File: config.mk
export PLATFORM = sky130hd
export DESIGN_NAME = fpad_unit_flat
export DESIGN_NICKNAME = d
export VERILOG_FILES = /design/src/include/fpad_pkg.sv /design/src/include/fpad_if.sv /design/src/fpad_unit.sv /design/src/flat_wrapper.sv
export SDC_FILE = /design/constraint.sdc
export NUM_CORES = 1
export LEC_CHECK = 0
export ABC_AREA = 1
export BUFFER_PORTS_ARGS = -buffer_cell sky130_fd_sc_hd__buf_2
export CAP_MARGIN = 20
export CELL_PAD_IN_SITES_DETAIL_PLACEMENT = 1
export CELL_PAD_IN_SITES_GLOBAL_PLACEMENT = 1
export CORE_ASPECT_RATIO = 1.25
export CORE_MARGIN = 2
export CORE_UTILIZATION = 40
export CTS_BUF_LIST = sky130_fd_sc_hd__clkbuf_8
export DETAILED_ROUTE_END_ITERATION = 12
export GPL_TIMING_DRIVEN = 1
export PLACE_DENSITY_LB_ADDON = 0.1
export SETUP_SLACK_MARGIN = 0.4
export SYNTH_ARGS = -nofsm -noshare
export SYNTH_HDL_FRONTEND = slang
export SYNTH_SLANG_ARGS = --single-unit
File: constraint.sdc
create_clock -name clk -period 6.87 [get_ports clk]
set_input_delay 1.374 -clock clk [delete_from_list [all_inputs] [get_ports clk]]
set_output_delay 1.374 -clock clk [all_outputs]
set_load 0.05 [all_outputs]
File: src/include/fpad_pkg.sv
/*
 * package for the coprocessor add / abs-of-sum / diff-of-magnitudes decode block.
 * assumes one clock and one asynchronous active-low reset shared by both ends.
 */
// Function
// - word fields: unit, sources, destination, opcode
// - memory add opcode 1000 000t s000 0000
// - memory abs-of-sum opcode 1000 1001 s000
// - reg diff-of-magnitudes opcode 0001 0111 s000
// - host-reg diff-of-magnitudes opcode 0101 0111 0000
// - postincrement: fetch then pointer plus 32
// - predecrement: pointer minus 32 then fetch
// - load sources in order, sum, store
// - add sources in opposite register files
// - diff: first from A, second from B
// - diff result is |first| minus |second|
// - abs forms exist in floating point only
// - host-reg abs forms single precision only
// - host-reg load passes first then second word
// - reg add opcode 0000 000t s000 0000
package fpad_pkg;
	// ==========================================================
	// instruction word fields
	localparam int UNIT_MSB   = 31;
	localparam int UNIT_LSB   = 29;
	localparam int SRC1_MSB   = 28;
	localparam int SRC1_LSB   = 25;
	localparam int SRC2_MSB   = 24;
	localparam int SRC2_LSB   = 21;
	localparam int DEST_MSB   = 20;
	localparam int DEST_LSB   = 16;
	localparam int OPC_MSB    = 15;
	localparam int TYPE_BIT   = 8;
	localparam int SIZE_BIT   = 7;
	// ==========================================================
	// opcode patterns with t and s cleared, and their care masks
	localparam logic [15:0] OPC_REG_ADD   = 16'h0000;
	localparam logic [15:0] OPC_MEM_ADD   = 16'h8000;
	localparam logic [15:0] OPC_MEM_ABS   = 16'h8900;
	localparam logic [15:0] OPC_REG_DIFF  = 16'h1700;
	localparam logic [15:0] OPC_HOST_DIFF = 16'h5700;
	localparam logic [15:0] MASK_TS       = 16'hfe7f;
	localparam logic [15:0] MASK_S        = 16'hff7f;
	localparam logic [15:0] MASK_ALL      = 16'hffff;
	// ==========================================================
	// host pointer step (bits) and word counts
	localparam logic [31:0] PTR_STEP      = 32'h0000_0020;
	localparam logic [2:0]  WORDS_SINGLE  = 3'h2;
	localparam logic [2:0]  WORDS_DOUBLE  = 3'h4;
	localparam logic [2:0]  UNIT_ID_RESET = 3'h0; // arbitrary default unit number
	// ==========================================================
	typedef enum logic [2:0] {
		FPAD_NONE, FPAD_SUM, FPAD_ABS_SUM, FPAD_DIFF_MAG
	} fpad_op_t;
endpackage : fpad_pkg

File: src/include/fpad_if.sv
/*
 * link between host and coprocessor end: instruction strobe, operand word strobe.
 * assumes both ends run on the same clk and rst_n.
 */
`timescale 1ns/100ps
`default_nettype none
interface fpad_if (
	input wire logic clk,
	input wire logic rst_n
);
	logic        instr_valid; // one-cycle pulse with instr
	logic [31:0] instr;
	logic        word_valid;  // high one cycle per word, back to back across a load
	logic [31:0] word;
	logic        busy;        // coprocessor still working
	modport host (output instr_valid, output instr, output word_valid, output word,
		input busy);
	modport unit (input instr_valid, input instr, input word_valid, input word,
		output busy);
endinterface : fpad_if
`default_nettype wire

File: src/fpad_unit.sv
/*
 * coprocessor end: decodes add, abs-of-sum and diff-of-magnitudes words,
 * collects operand words into the source registers, then computes the result.
 * assumes the host keeps word order and addresses; arithmetic is integer-only
 * stand-in (two's complement) for the real floating-point core.
 * limits: no register file is kept; register forms work on the sources of
 * the last load, and only the destination number goes out with the answer.
 * a word for another unit number is ignored and leaves no trace.
 */
`timescale 1ns/100ps
`default_nettype none
module fpad_unit (
	input  wire logic   clk,
	input  wire logic   rst_n,
	fpad_if.unit        link,
	input  wire logic [2:0]  unit_id,
	output logic        result_valid,
	output logic [4:0]  result_reg,
	output logic [63:0] result,
	output logic        illegal
);
	typedef enum logic [1:0] {FPAD_IDLE, FPAD_LOAD, FPAD_EXEC} fpad_st_t;

	fpad_st_t           st, next_st;
	fpad_pkg::fpad_op_t op, next_op;
	// decoded class of the word on the link
	fpad_pkg::fpad_op_t dec_op;
	logic               for_us, dec_load, dec_host, dec_legal;
	logic [63:0]        src1, src2, next_src1, next_src2;
	logic [4:0]         dst, next_dst, next_result_reg;
	logic [2:0]         cnt, next_cnt, total, next_total;
	logic               dbl, next_dbl, next_busy;
	logic               next_result_valid, next_illegal;
	logic [63:0]        next_result;
	logic [15:0]        opc;
	// arithmetic taps
	logic [63:0]        m1, m2, sum, abs_sum, diff;

	// ==========================================================
	// instruction word fields
	assign opc    = link.instr[fpad_pkg::OPC_MSB:0];
	assign for_us = link.instr[fpad_pkg::UNIT_MSB:fpad_pkg::UNIT_LSB] == unit_id;

	// ==========================================================
	// arithmetic stand-in: two's complement in place of the float core,
	// so the order of the steps is real, the number format is not
	always_comb begin
		m1      = src1[63] ? -src1 : src1;
		m2      = src2[63] ? -src2 : src2;
		sum     = src1 + src2;
		abs_sum = sum[63] ? -sum : sum;
		diff    = m1 - m2;
	end

	// ==========================================================
	// opcode classes; care masks drop t and s only where a form has them,
	// so a wrong precision bit falls through to the refusal branch
	always_comb begin
		dec_op    = fpad_pkg::FPAD_NONE;
		dec_load  = 1'b0;
		dec_host  = 1'b0;
		dec_legal = 1'b1;
		if ((opc & fpad_pkg::MASK_TS) == fpad_pkg::OPC_REG_ADD) begin
			// register add: sources already loaded
			dec_op = fpad_pkg::FPAD_SUM;
		end else if ((opc & fpad_pkg::MASK_S) == fpad_pkg::OPC_REG_DIFF) begin
			// register diff: sources already loaded
			dec_op = fpad_pkg::FPAD_DIFF_MAG;
		end else if ((opc & fpad_pkg::MASK_TS) == fpad_pkg::OPC_MEM_ADD) begin
			// memory forms: words follow from the host pointer walk
			dec_op   = fpad_pkg::FPAD_SUM;
			dec_load = 1'b1;
		end else if ((opc & fpad_pkg::MASK_S) == fpad_pkg::OPC_MEM_ABS) begin
			// same move, magnitude taken at the end
			dec_op   = fpad_pkg::FPAD_ABS_SUM;
			dec_load = 1'b1;
		end else if ((opc & fpad_pkg::MASK_ALL) == fpad_pkg::OPC_HOST_DIFF) begin
			// size bit kept in the care mask: a double request is refused
			dec_op   = fpad_pkg::FPAD_DIFF_MAG;
			dec_load = 1'b1;
			dec_host = 1'b1;
		end else begin
			// other families (host-register add included) are not ours
			dec_legal = 1'b0;
		end
	end

	// ==========================================================
	// sequencing: take the word, collect operands, then execute
	always_comb begin
		// hold everything but result_valid and illegal, which drop, unless a branch below moves it
		next_st           = st;
		next_op           = op;
		next_src1         = src1;
		next_src2         = src2;
		next_dst          = dst;
		next_cnt          = cnt;
		next_total        = total;
		next_dbl          = dbl;
		next_result_valid = 1'b0;
		next_result       = result;
		next_result_reg   = result_reg;
		next_illegal      = 1'b0;
		case (st)
			FPAD_IDLE: begin
				// words are only taken here, so a new one cannot overwrite
				// the operands of one still in flight
				if (link.instr_valid && for_us) begin
					next_dst = link.instr[fpad_pkg::DEST_MSB:fpad_pkg::DEST_LSB];
					next_op  = dec_op;
					next_cnt = 3'h0;
					// host-register forms are single only
					next_dbl = opc[fpad_pkg::SIZE_BIT] && !dec_host;
					if (dec_host) begin
						next_total = fpad_pkg::WORDS_SINGLE;
					end else if (opc[fpad_pkg::SIZE_BIT]) begin
						next_total = fpad_pkg::WORDS_DOUBLE;
					end else begin
						next_total = fpad_pkg::WORDS_SINGLE;
					end
					// where the word goes next
					if (!dec_legal) begin
						// refuse: flag it once and stay idle
						next_illegal = 1'b1;
					end else if (dec_load) begin
						next_st = FPAD_LOAD;
					end else begin
						next_st = FPAD_EXEC;
					end
				end
			end
			FPAD_LOAD: begin
				if (link.word_valid) begin
					// first half of the words feed source one, rest source two
					if (cnt < (total >> 1)) begin
						next_src1 = dbl ? {src1[31:0], link.word} : {32'h0, link.word};
					end else begin
						next_src2 = dbl ? {src2[31:0], link.word} : {32'h0, link.word};
					end
					next_cnt = cnt + 3'h1;
					if (cnt + 3'h1 == total) begin
						next_st = FPAD_EXEC;
					end
				end
			end
			FPAD_EXEC: begin
				// one-cycle answer; value and register number hold until the next
				case (op)
					fpad_pkg::FPAD_ABS_SUM:  next_result = abs_sum;
					fpad_pkg::FPAD_DIFF_MAG: next_result = diff;
					default:                 next_result = sum;
				endcase
				next_result_reg   = dst;
				next_result_valid = 1'b1;
				next_st           = FPAD_IDLE;
			end
			default: begin
				// unused state code: back to idle
				next_st = FPAD_IDLE;
			end
		endcase
	end

	// ==========================================================
	// busy covers every cycle after the word is taken, so the host
	// holds its next word until the answer is out
	assign next_busy = (next_st != FPAD_IDLE);

	// ==========================================================
	// registers only; every output comes straight from here
	always_ff @(posedge clk or negedge rst_n) begin
		if (!rst_n) begin
			// control state
			st           <= FPAD_IDLE;
			op           <= fpad_pkg::FPAD_NONE;
			cnt          <= 3'h0;
			total        <= 3'h0;
			dbl          <= 1'b0;
			// operands
			src1         <= 64'h0;
			src2         <= 64'h0;
			dst          <= 5'h0;
			// answer side
			result_valid <= 1'b0;
			result_reg   <= 5'h0;
			result       <= 64'h0;
			illegal      <= 1'b0;
			link.busy    <= 1'b0;
		end else begin
			// control state
			st           <= next_st;
			op           <= next_op;
			cnt          <= next_cnt;
			total        <= next_total;
			dbl          <= next_dbl;
			// operands
			src1         <= next_src1;
			src2         <= next_src2;
			dst          <= next_dst;
			// answer side
			result_valid <= next_result_valid;
			result_reg   <= next_result_reg;
			result       <= next_result;
			illegal      <= next_illegal;
			link.busy    <= next_busy;
		end
	end
endmodule : fpad_unit
`default_nettype wire

File: src/flat_wrapper.sv
// flat-port wrapper written by rule: the top's interface ports become plain ports
module fpad_unit_flat 
  (clk, rst_n, unit_id, result_valid, result_reg, result, illegal, link_instr_valid, link_instr, link_word_valid, link_word, link_busy);
  fpad_if link_i (.clk(clk), .rst_n(rst_n));
  input  wire logic clk;
  input  wire logic rst_n;
  input  wire logic [2:0] unit_id;
  output logic result_valid;
  output logic [4:0] result_reg;
  output logic [63:0] result;
  output logic illegal;
  input wire logic [$bits(link_i.instr_valid)-1:0] link_instr_valid;
  input wire logic [$bits(link_i.instr)-1:0] link_instr;
  input wire logic [$bits(link_i.word_valid)-1:0] link_word_valid;
  input wire logic [$bits(link_i.word)-1:0] link_word;
  output wire logic [$bits(link_i.busy)-1:0] link_busy;
  assign link_i.instr_valid = link_instr_valid;
  assign link_i.instr = link_instr;
  assign link_i.word_valid = link_word_valid;
  assign link_i.word = link_word;
  assign link_busy = link_i.busy;
  fpad_unit u_core (.clk(clk), .rst_n(rst_n), .link(link_i), .unit_id(unit_id), .result_valid(result_valid), .result_reg(result_reg), .result(result), .illegal(illegal));
endmodule
==> out/metrics.cfg, run 1 <==
[yosys]
synth-edff-count=0
synth-compound-area-share=0.1555
syn_nets=4483
async_flop_share=1.000
synth-adder-area-share=0.06725
ys_seq_elements=214
synth_top_flop_cell=dfrtp_1
synth-simple-area-share=0.3820
syn_area_sq_um=24970
synth_xor_area_frac=0.05853
synthCells=4279
synthMuxAreaShare=0
synthDistinctLibCells=58
avgSynthCellArea_sq_um=5.835
synth_top_family_by_area=simple AND/OR/NAND/NOR gates
seq_area_frac_synth=0.2145
ys_warn_count=0

[timing]
setup_viol_count_final=0
tns_ps=0
finalCritPeriodShare=0.8778
fin_crit_ps=6030
skew_ps=40.07
worst_pin_slew_ps=1092
max_slew_margin=0.2645
hold_viol=0
rsz0062_at_grt=false
drv_slew=0
fmax_mhz=165.8

[hold_path]
min_path_type=flip-flop to flip-flop

[global_route]
grt_max_degree=111
grt_pass1_vias=29889
grt_pass1_wl_mm=188.7
grt_usage=0.3991
grt_overflow=0
grt_antenna_before_repair=3

[die]
coreArea_sq_um=61900
core.rowCount=102
die_h_um=283.3
io_pins=143
die-width_um=227.5
fp.dieArea_sq_um=64450
start_util=0.4034

[power]
p_leak_nw=14.98
powerDensity_nw_per_um2=116.0
ir_drop_mv=0.1685

[clock_network]
hold_buffers=0
clock_path_buffers=3
clock_sinks=214
clkTransAtPathRegs_ps=70
root_buffer=clkbuf_8
htree_levels=2
numCtsBuffers=42
cts_tree=yes
clock_latency_ps=640

[final_layout]
seqCellArea_sq_um=5356
finish.instance_area_sq_um=27440
drive_gt1_frac=0.07877
area_delta_synth_final_pct=9.887
final_util=0.4433
final_nets=4591
final_common_cell=nand2_1
fillers=8847
largest_register_ffs=69
multi_input_area_sq_um=16590
fin_cells=5252
layout_common_cells=nand2_1, inv_1, nor2_1, nand3_1, o21ai_0

[routing]
post-route-drc-count=0
drtIter0Drc=2126
vias_per_cell=5.629
ant_nets=0
num_vias=29562
firstDrtPassIters=5
routedWlPerCell_um=24.48
routed_wirelength_mm=128.6

[worst_setup_path]
cp_slowest_cell=nor4_2
worstPathRequired_ps=7420
start_kind=flip-flop
cpLargestDelayFamily=simple AND/OR/NAND/NOR gates
cp_slowest_stage_delay_ps=510
crit_fanout=6
critPathCaptureType=flip-flop
critPathBufInv=4
cp_common_cell=nand2_1
critical_path_class=flip-flop to flip-flop
cp.arrival_ps=6580

[placement]
port_buffers=134
placed_area_sq_um=26530
dp.cells=5175
gp_congestion=1.043
place_hpwl_mm=108.1

[status]
status=completed

[flow_run]
cap_violations=0

[what timing repair did]
action,in CTS,in global routing
setup endpoints to repair,0,2
buffers inserted,0,0
resized for setup,0,2
[report_power, final]
part           total [mW]  internal [mW]  switching, mW  leakage [nW]
Combinational       0.458          0.111          0.346          12.0
Sequential           1.30           1.28         0.0176          2.50
Clock                1.43          0.766          0.661         0.499
[layer usage]
| layer | vias to the layer above | part of all wire | track usage |
|---|---|---|---|
| li1 | 13902 | - | - |
| met1 | 14216 | 0.39 | 0.4703 |
| met2 | 1061 | 0.46 | 0.6527 |
| met3 | 383 | 0.057 | 0.04324 |
| met4 | 0 | 0.098 | 0.3209 |
| met5 | - | 0 | 0 |
[worst reg2reg max path, delay by kind of cell, from the launching register on]
family,cells,cell delay (ps)
DFF,1,430
AOI/OAI and AO/OA,3,330
and+or+nand+nor,19,3950
buffers and inverters,4,350
xor gates and xnor gates,1,380
adders and majority gates,2,530
[cell families after synthesis]
group / count (synthesis)
buf+inv: 810
simple gates: 2250
flops: 214
xor+xnor: 166
compound gates: 706
fa+ha+maj: 133
[final cells by class]
class / instances / area share
antenna: 2 / 0.0001824
clock buffer: 52 / 0.02608
clock inverter: 23 / 0.006293
inverter: 721 / 0.09864
multi-input combinational: 3255 / 0.6047
sequential: 214 / 0.1952
tap: 832 / 0.03794
timing repair buffer: 153 / 0.03092
[cells in the mapped netlist (21+ instances only)]
master / count / share of area
nand2_1: 1168 / 0.18
inv_1: 697 / 0.10
nor2_1: 512 / 0.077
nand3_1: 301 / 0.060
o21ai_0: 298 / 0.060
a21oi_1: 255 / 0.051
dfrtp_1: 214 / 0.21
xor2_1: 137 / 0.048
ha_1: 131 / 0.066
clkbuf_1: 72 / 0.011
nand4_1: 60 / 0.015
nor3_1: 60 / 0.012
nand2_2: 33 / 0.0083
nor4_1: 31 / 0.0078
a31oi_1: 30 / 0.0075
xnor2_1: 28 / 0.0098
nor2_2: 23 / 0.0058
o21bai_1: 22 / 0.0066
or2_2: 21 / 0.0053
[per-stage QoR]
stage	hold slack [ps]	setup slack [ps]	power (mW)
global placement	460.4	948.9	1.766
finish	476.9	839.6	3.184
CTS	483.2	828.9	3.198
global route	510.5	431.9	3.291
detailed placement	461.8	895.2	1.773
floorplan	498.7	2840	1.564
[worst paths after layout]
path,slack (ps),to,cells after the start,from
max,840,u_core.result[56],29,u_core.src1[1]
min,480,u_core.result[0],2,u_core.result[0]
max reg2reg,840,u_core.result[56],29,u_core.src1[1]
min reg2reg,480,u_core.result[0],2,u_core.result[0]
max in group asynchronous,4830,u_core.dbl,2,rst_n
min in group asynchronous,710,u_core.result[54],1,rst_n
Note: power is estimated with default switching activity, not from simulation.
==> run 2, diff against run 1 <==
Clock period 6.87 ns to 5.7 ns, I/O delays scaled along.
==> run 2 against run 1 <==
Global-route usage is 1.5 points higher; critical path depth fell by 8; highest routed layer unchanged; first-iteration DRC count grew 6.7%; clock skew decreased by 3.6 ps; combinational power is 26% higher.
==> out/metrics.cfg, run 2 (synthesis gave the netlist of run 1 again) <==
[clock_network]
hold_buffers=0
cts_tree=yes
clock_sinks=214
clock_latency_ps=630
clock_path_buffers=3
root_buffer=clkbuf_8
htree_levels=2
numCtsBuffers=41
clkTransAtPathRegs_ps=70

[timing]
worst_pin_slew_ps=1145
max_slew_margin=0.2285
setup_ws_ps=512.9
finalCritPeriodShare=0.9100
hold_viol=0
skew_ps=36.49
tns_ps=0
fmax_mhz=192.8
setup_viol_count_final=0
holdWs_ps=467.1
fin_crit_ps=5187
rsz0062_at_grt=true
drv_slew=0

[routing]
vias_per_cell=5.619
post-route-drc-count=0
drtIter0Drc=2268
firstDrtPassIters=6
routed_wirelength_mm=134.3
ant_nets=0
routedWlPerCell_um=25.03
num_vias=30150

[power]
powerDensity_nw_per_um2=137.3
p_leak_nw=15.62
ir_drop_mv=0.2907

[global_route]
grt_pass1_vias=30441
grt_antenna_before_repair=5
grt_usage=0.4143
grt_overflow=0
grt_pass1_wl_mm=194.9
grt_max_degree=97

[worst_setup_path]
critical_path_class=flip-flop to flip-flop
start_kind=flip-flop
crit_fanout=5
cp.arrival_ps=5680
critPathCaptureType=flip-flop
worstPathRequired_ps=6190

[final_layout]
area_delta_synth_final_pct=15.36
drive_gt1_frac=0.1189
layout_common_cells=nand2_1, inv_1, nor2_1, nand3_1, o21ai_0
final_common_cell=nand2_1
final_util=0.4654
final_nets=4709
largest_register_ffs=69
fillers=8788

[status]
status=completed

[flow_run]
cap_violations=0

[die]
fp.dieArea_sq_um=64450
start_util=0.4034
io_pins=143
die-width_um=227.5
coreArea_sq_um=61900
core.rowCount=102
die_h_um=283.3

[placement]
post-place-ws_ps=199.7
port_buffers=134
gp_congestion=1.043
place_hpwl_mm=112.5

[hold_path]
min_path_type=input port to asynchronous set/reset pin

[run 2: changes by cell type in the layout (fill, tap and decap cells not counted), sizes merged]
| cell | change |
|---|---|
| buf | +119 |
| clkinv | -6 |
| bufinv | +3 |
| inv | -2 |
| clkbuf | -1 |
| clkinvlp | +1 |
[run 2: critical path, stage by stage (launching register included)]
cell     delay (ps)
dfrtp_1         380
buf_4           170
ha_1            470
nand2_1         220
nor2_1          380
nand2_1         330
nor3_1          680
nand2_1         160
nand2_1         200
nand2_1          70
nand2_1         300
nand2_1         160
nor2_1          260
nand2_1         110
nor2_1          350
nand4_1         220
nand2_2         170
nand3_1          90
nand3_1          90
nand2_1          70
nand2_1         100
nand2_1          60
[run 2: path summary, 6_finish.rpt]
path                                      to  slack [ps]               from  cells after the start
min in group clk           u_core.result[55]         480  u_core.result[55]                      2
setup / recovery           u_core.result[62]         510    u_core.src1[27]                     21
max in group asynchronous     u_core.src2[3]        4000              rst_n                      2
hold / removal             u_core.result[29]         470              rst_n                      1
hold reg to reg            u_core.result[55]         480  u_core.result[55]                      2
setup reg to reg           u_core.result[62]         510    u_core.src1[27]                     21
[run 2: area by class of cell]
class	count	area (sq um)	area share
Tap cell	832	1041	0.03614
Timing Repair Buffer	272	1742	0.06046
Multi-Input combinational cell	3255	17030	0.5911
Clock buffer	51	701.9	0.02437
Antenna cell	2	5.005	0.0001737
Clock inverter	19	224.0	0.007775
Inverter	721	2706	0.09395
Sequential cell	214	5358	0.1860
[run 2: repair_timing]
item	CTS	global route
setup endpoints to repair	18	33
gates resized for setup	10	91
pin swaps	0	27
setup buffers	0	3
[run 2: through the flow]
step	power (mW)	cell area, sq um	instances
final	3.955	28810	5366
after global routing	4.073	28810	5366
after CTS	3.957	28380	5361
after detailed placement	2.159	27410	5291
after global placement	2.150	27410	5291
after floorplan	1.886	24970	4279
[run 2: per-layer routing]
metal	wire length, um	global-route usage	part of all wire	vias to the layer above
li1	-	-	-	14135
met1	52230	0.4899	0.39	14619
met2	62020	0.6759	0.46	1044
met3	7828	0.05133	0.058	352
met4	12250	0.3225	0.091	0
met5	0	0	0	-
[run 2: power breakdown]
part           switching [mW]  internal, mW
Sequential             0.0227          1.55
Clock                   0.777          1.03
Combinational           0.428         0.149
Total                    1.23          2.73
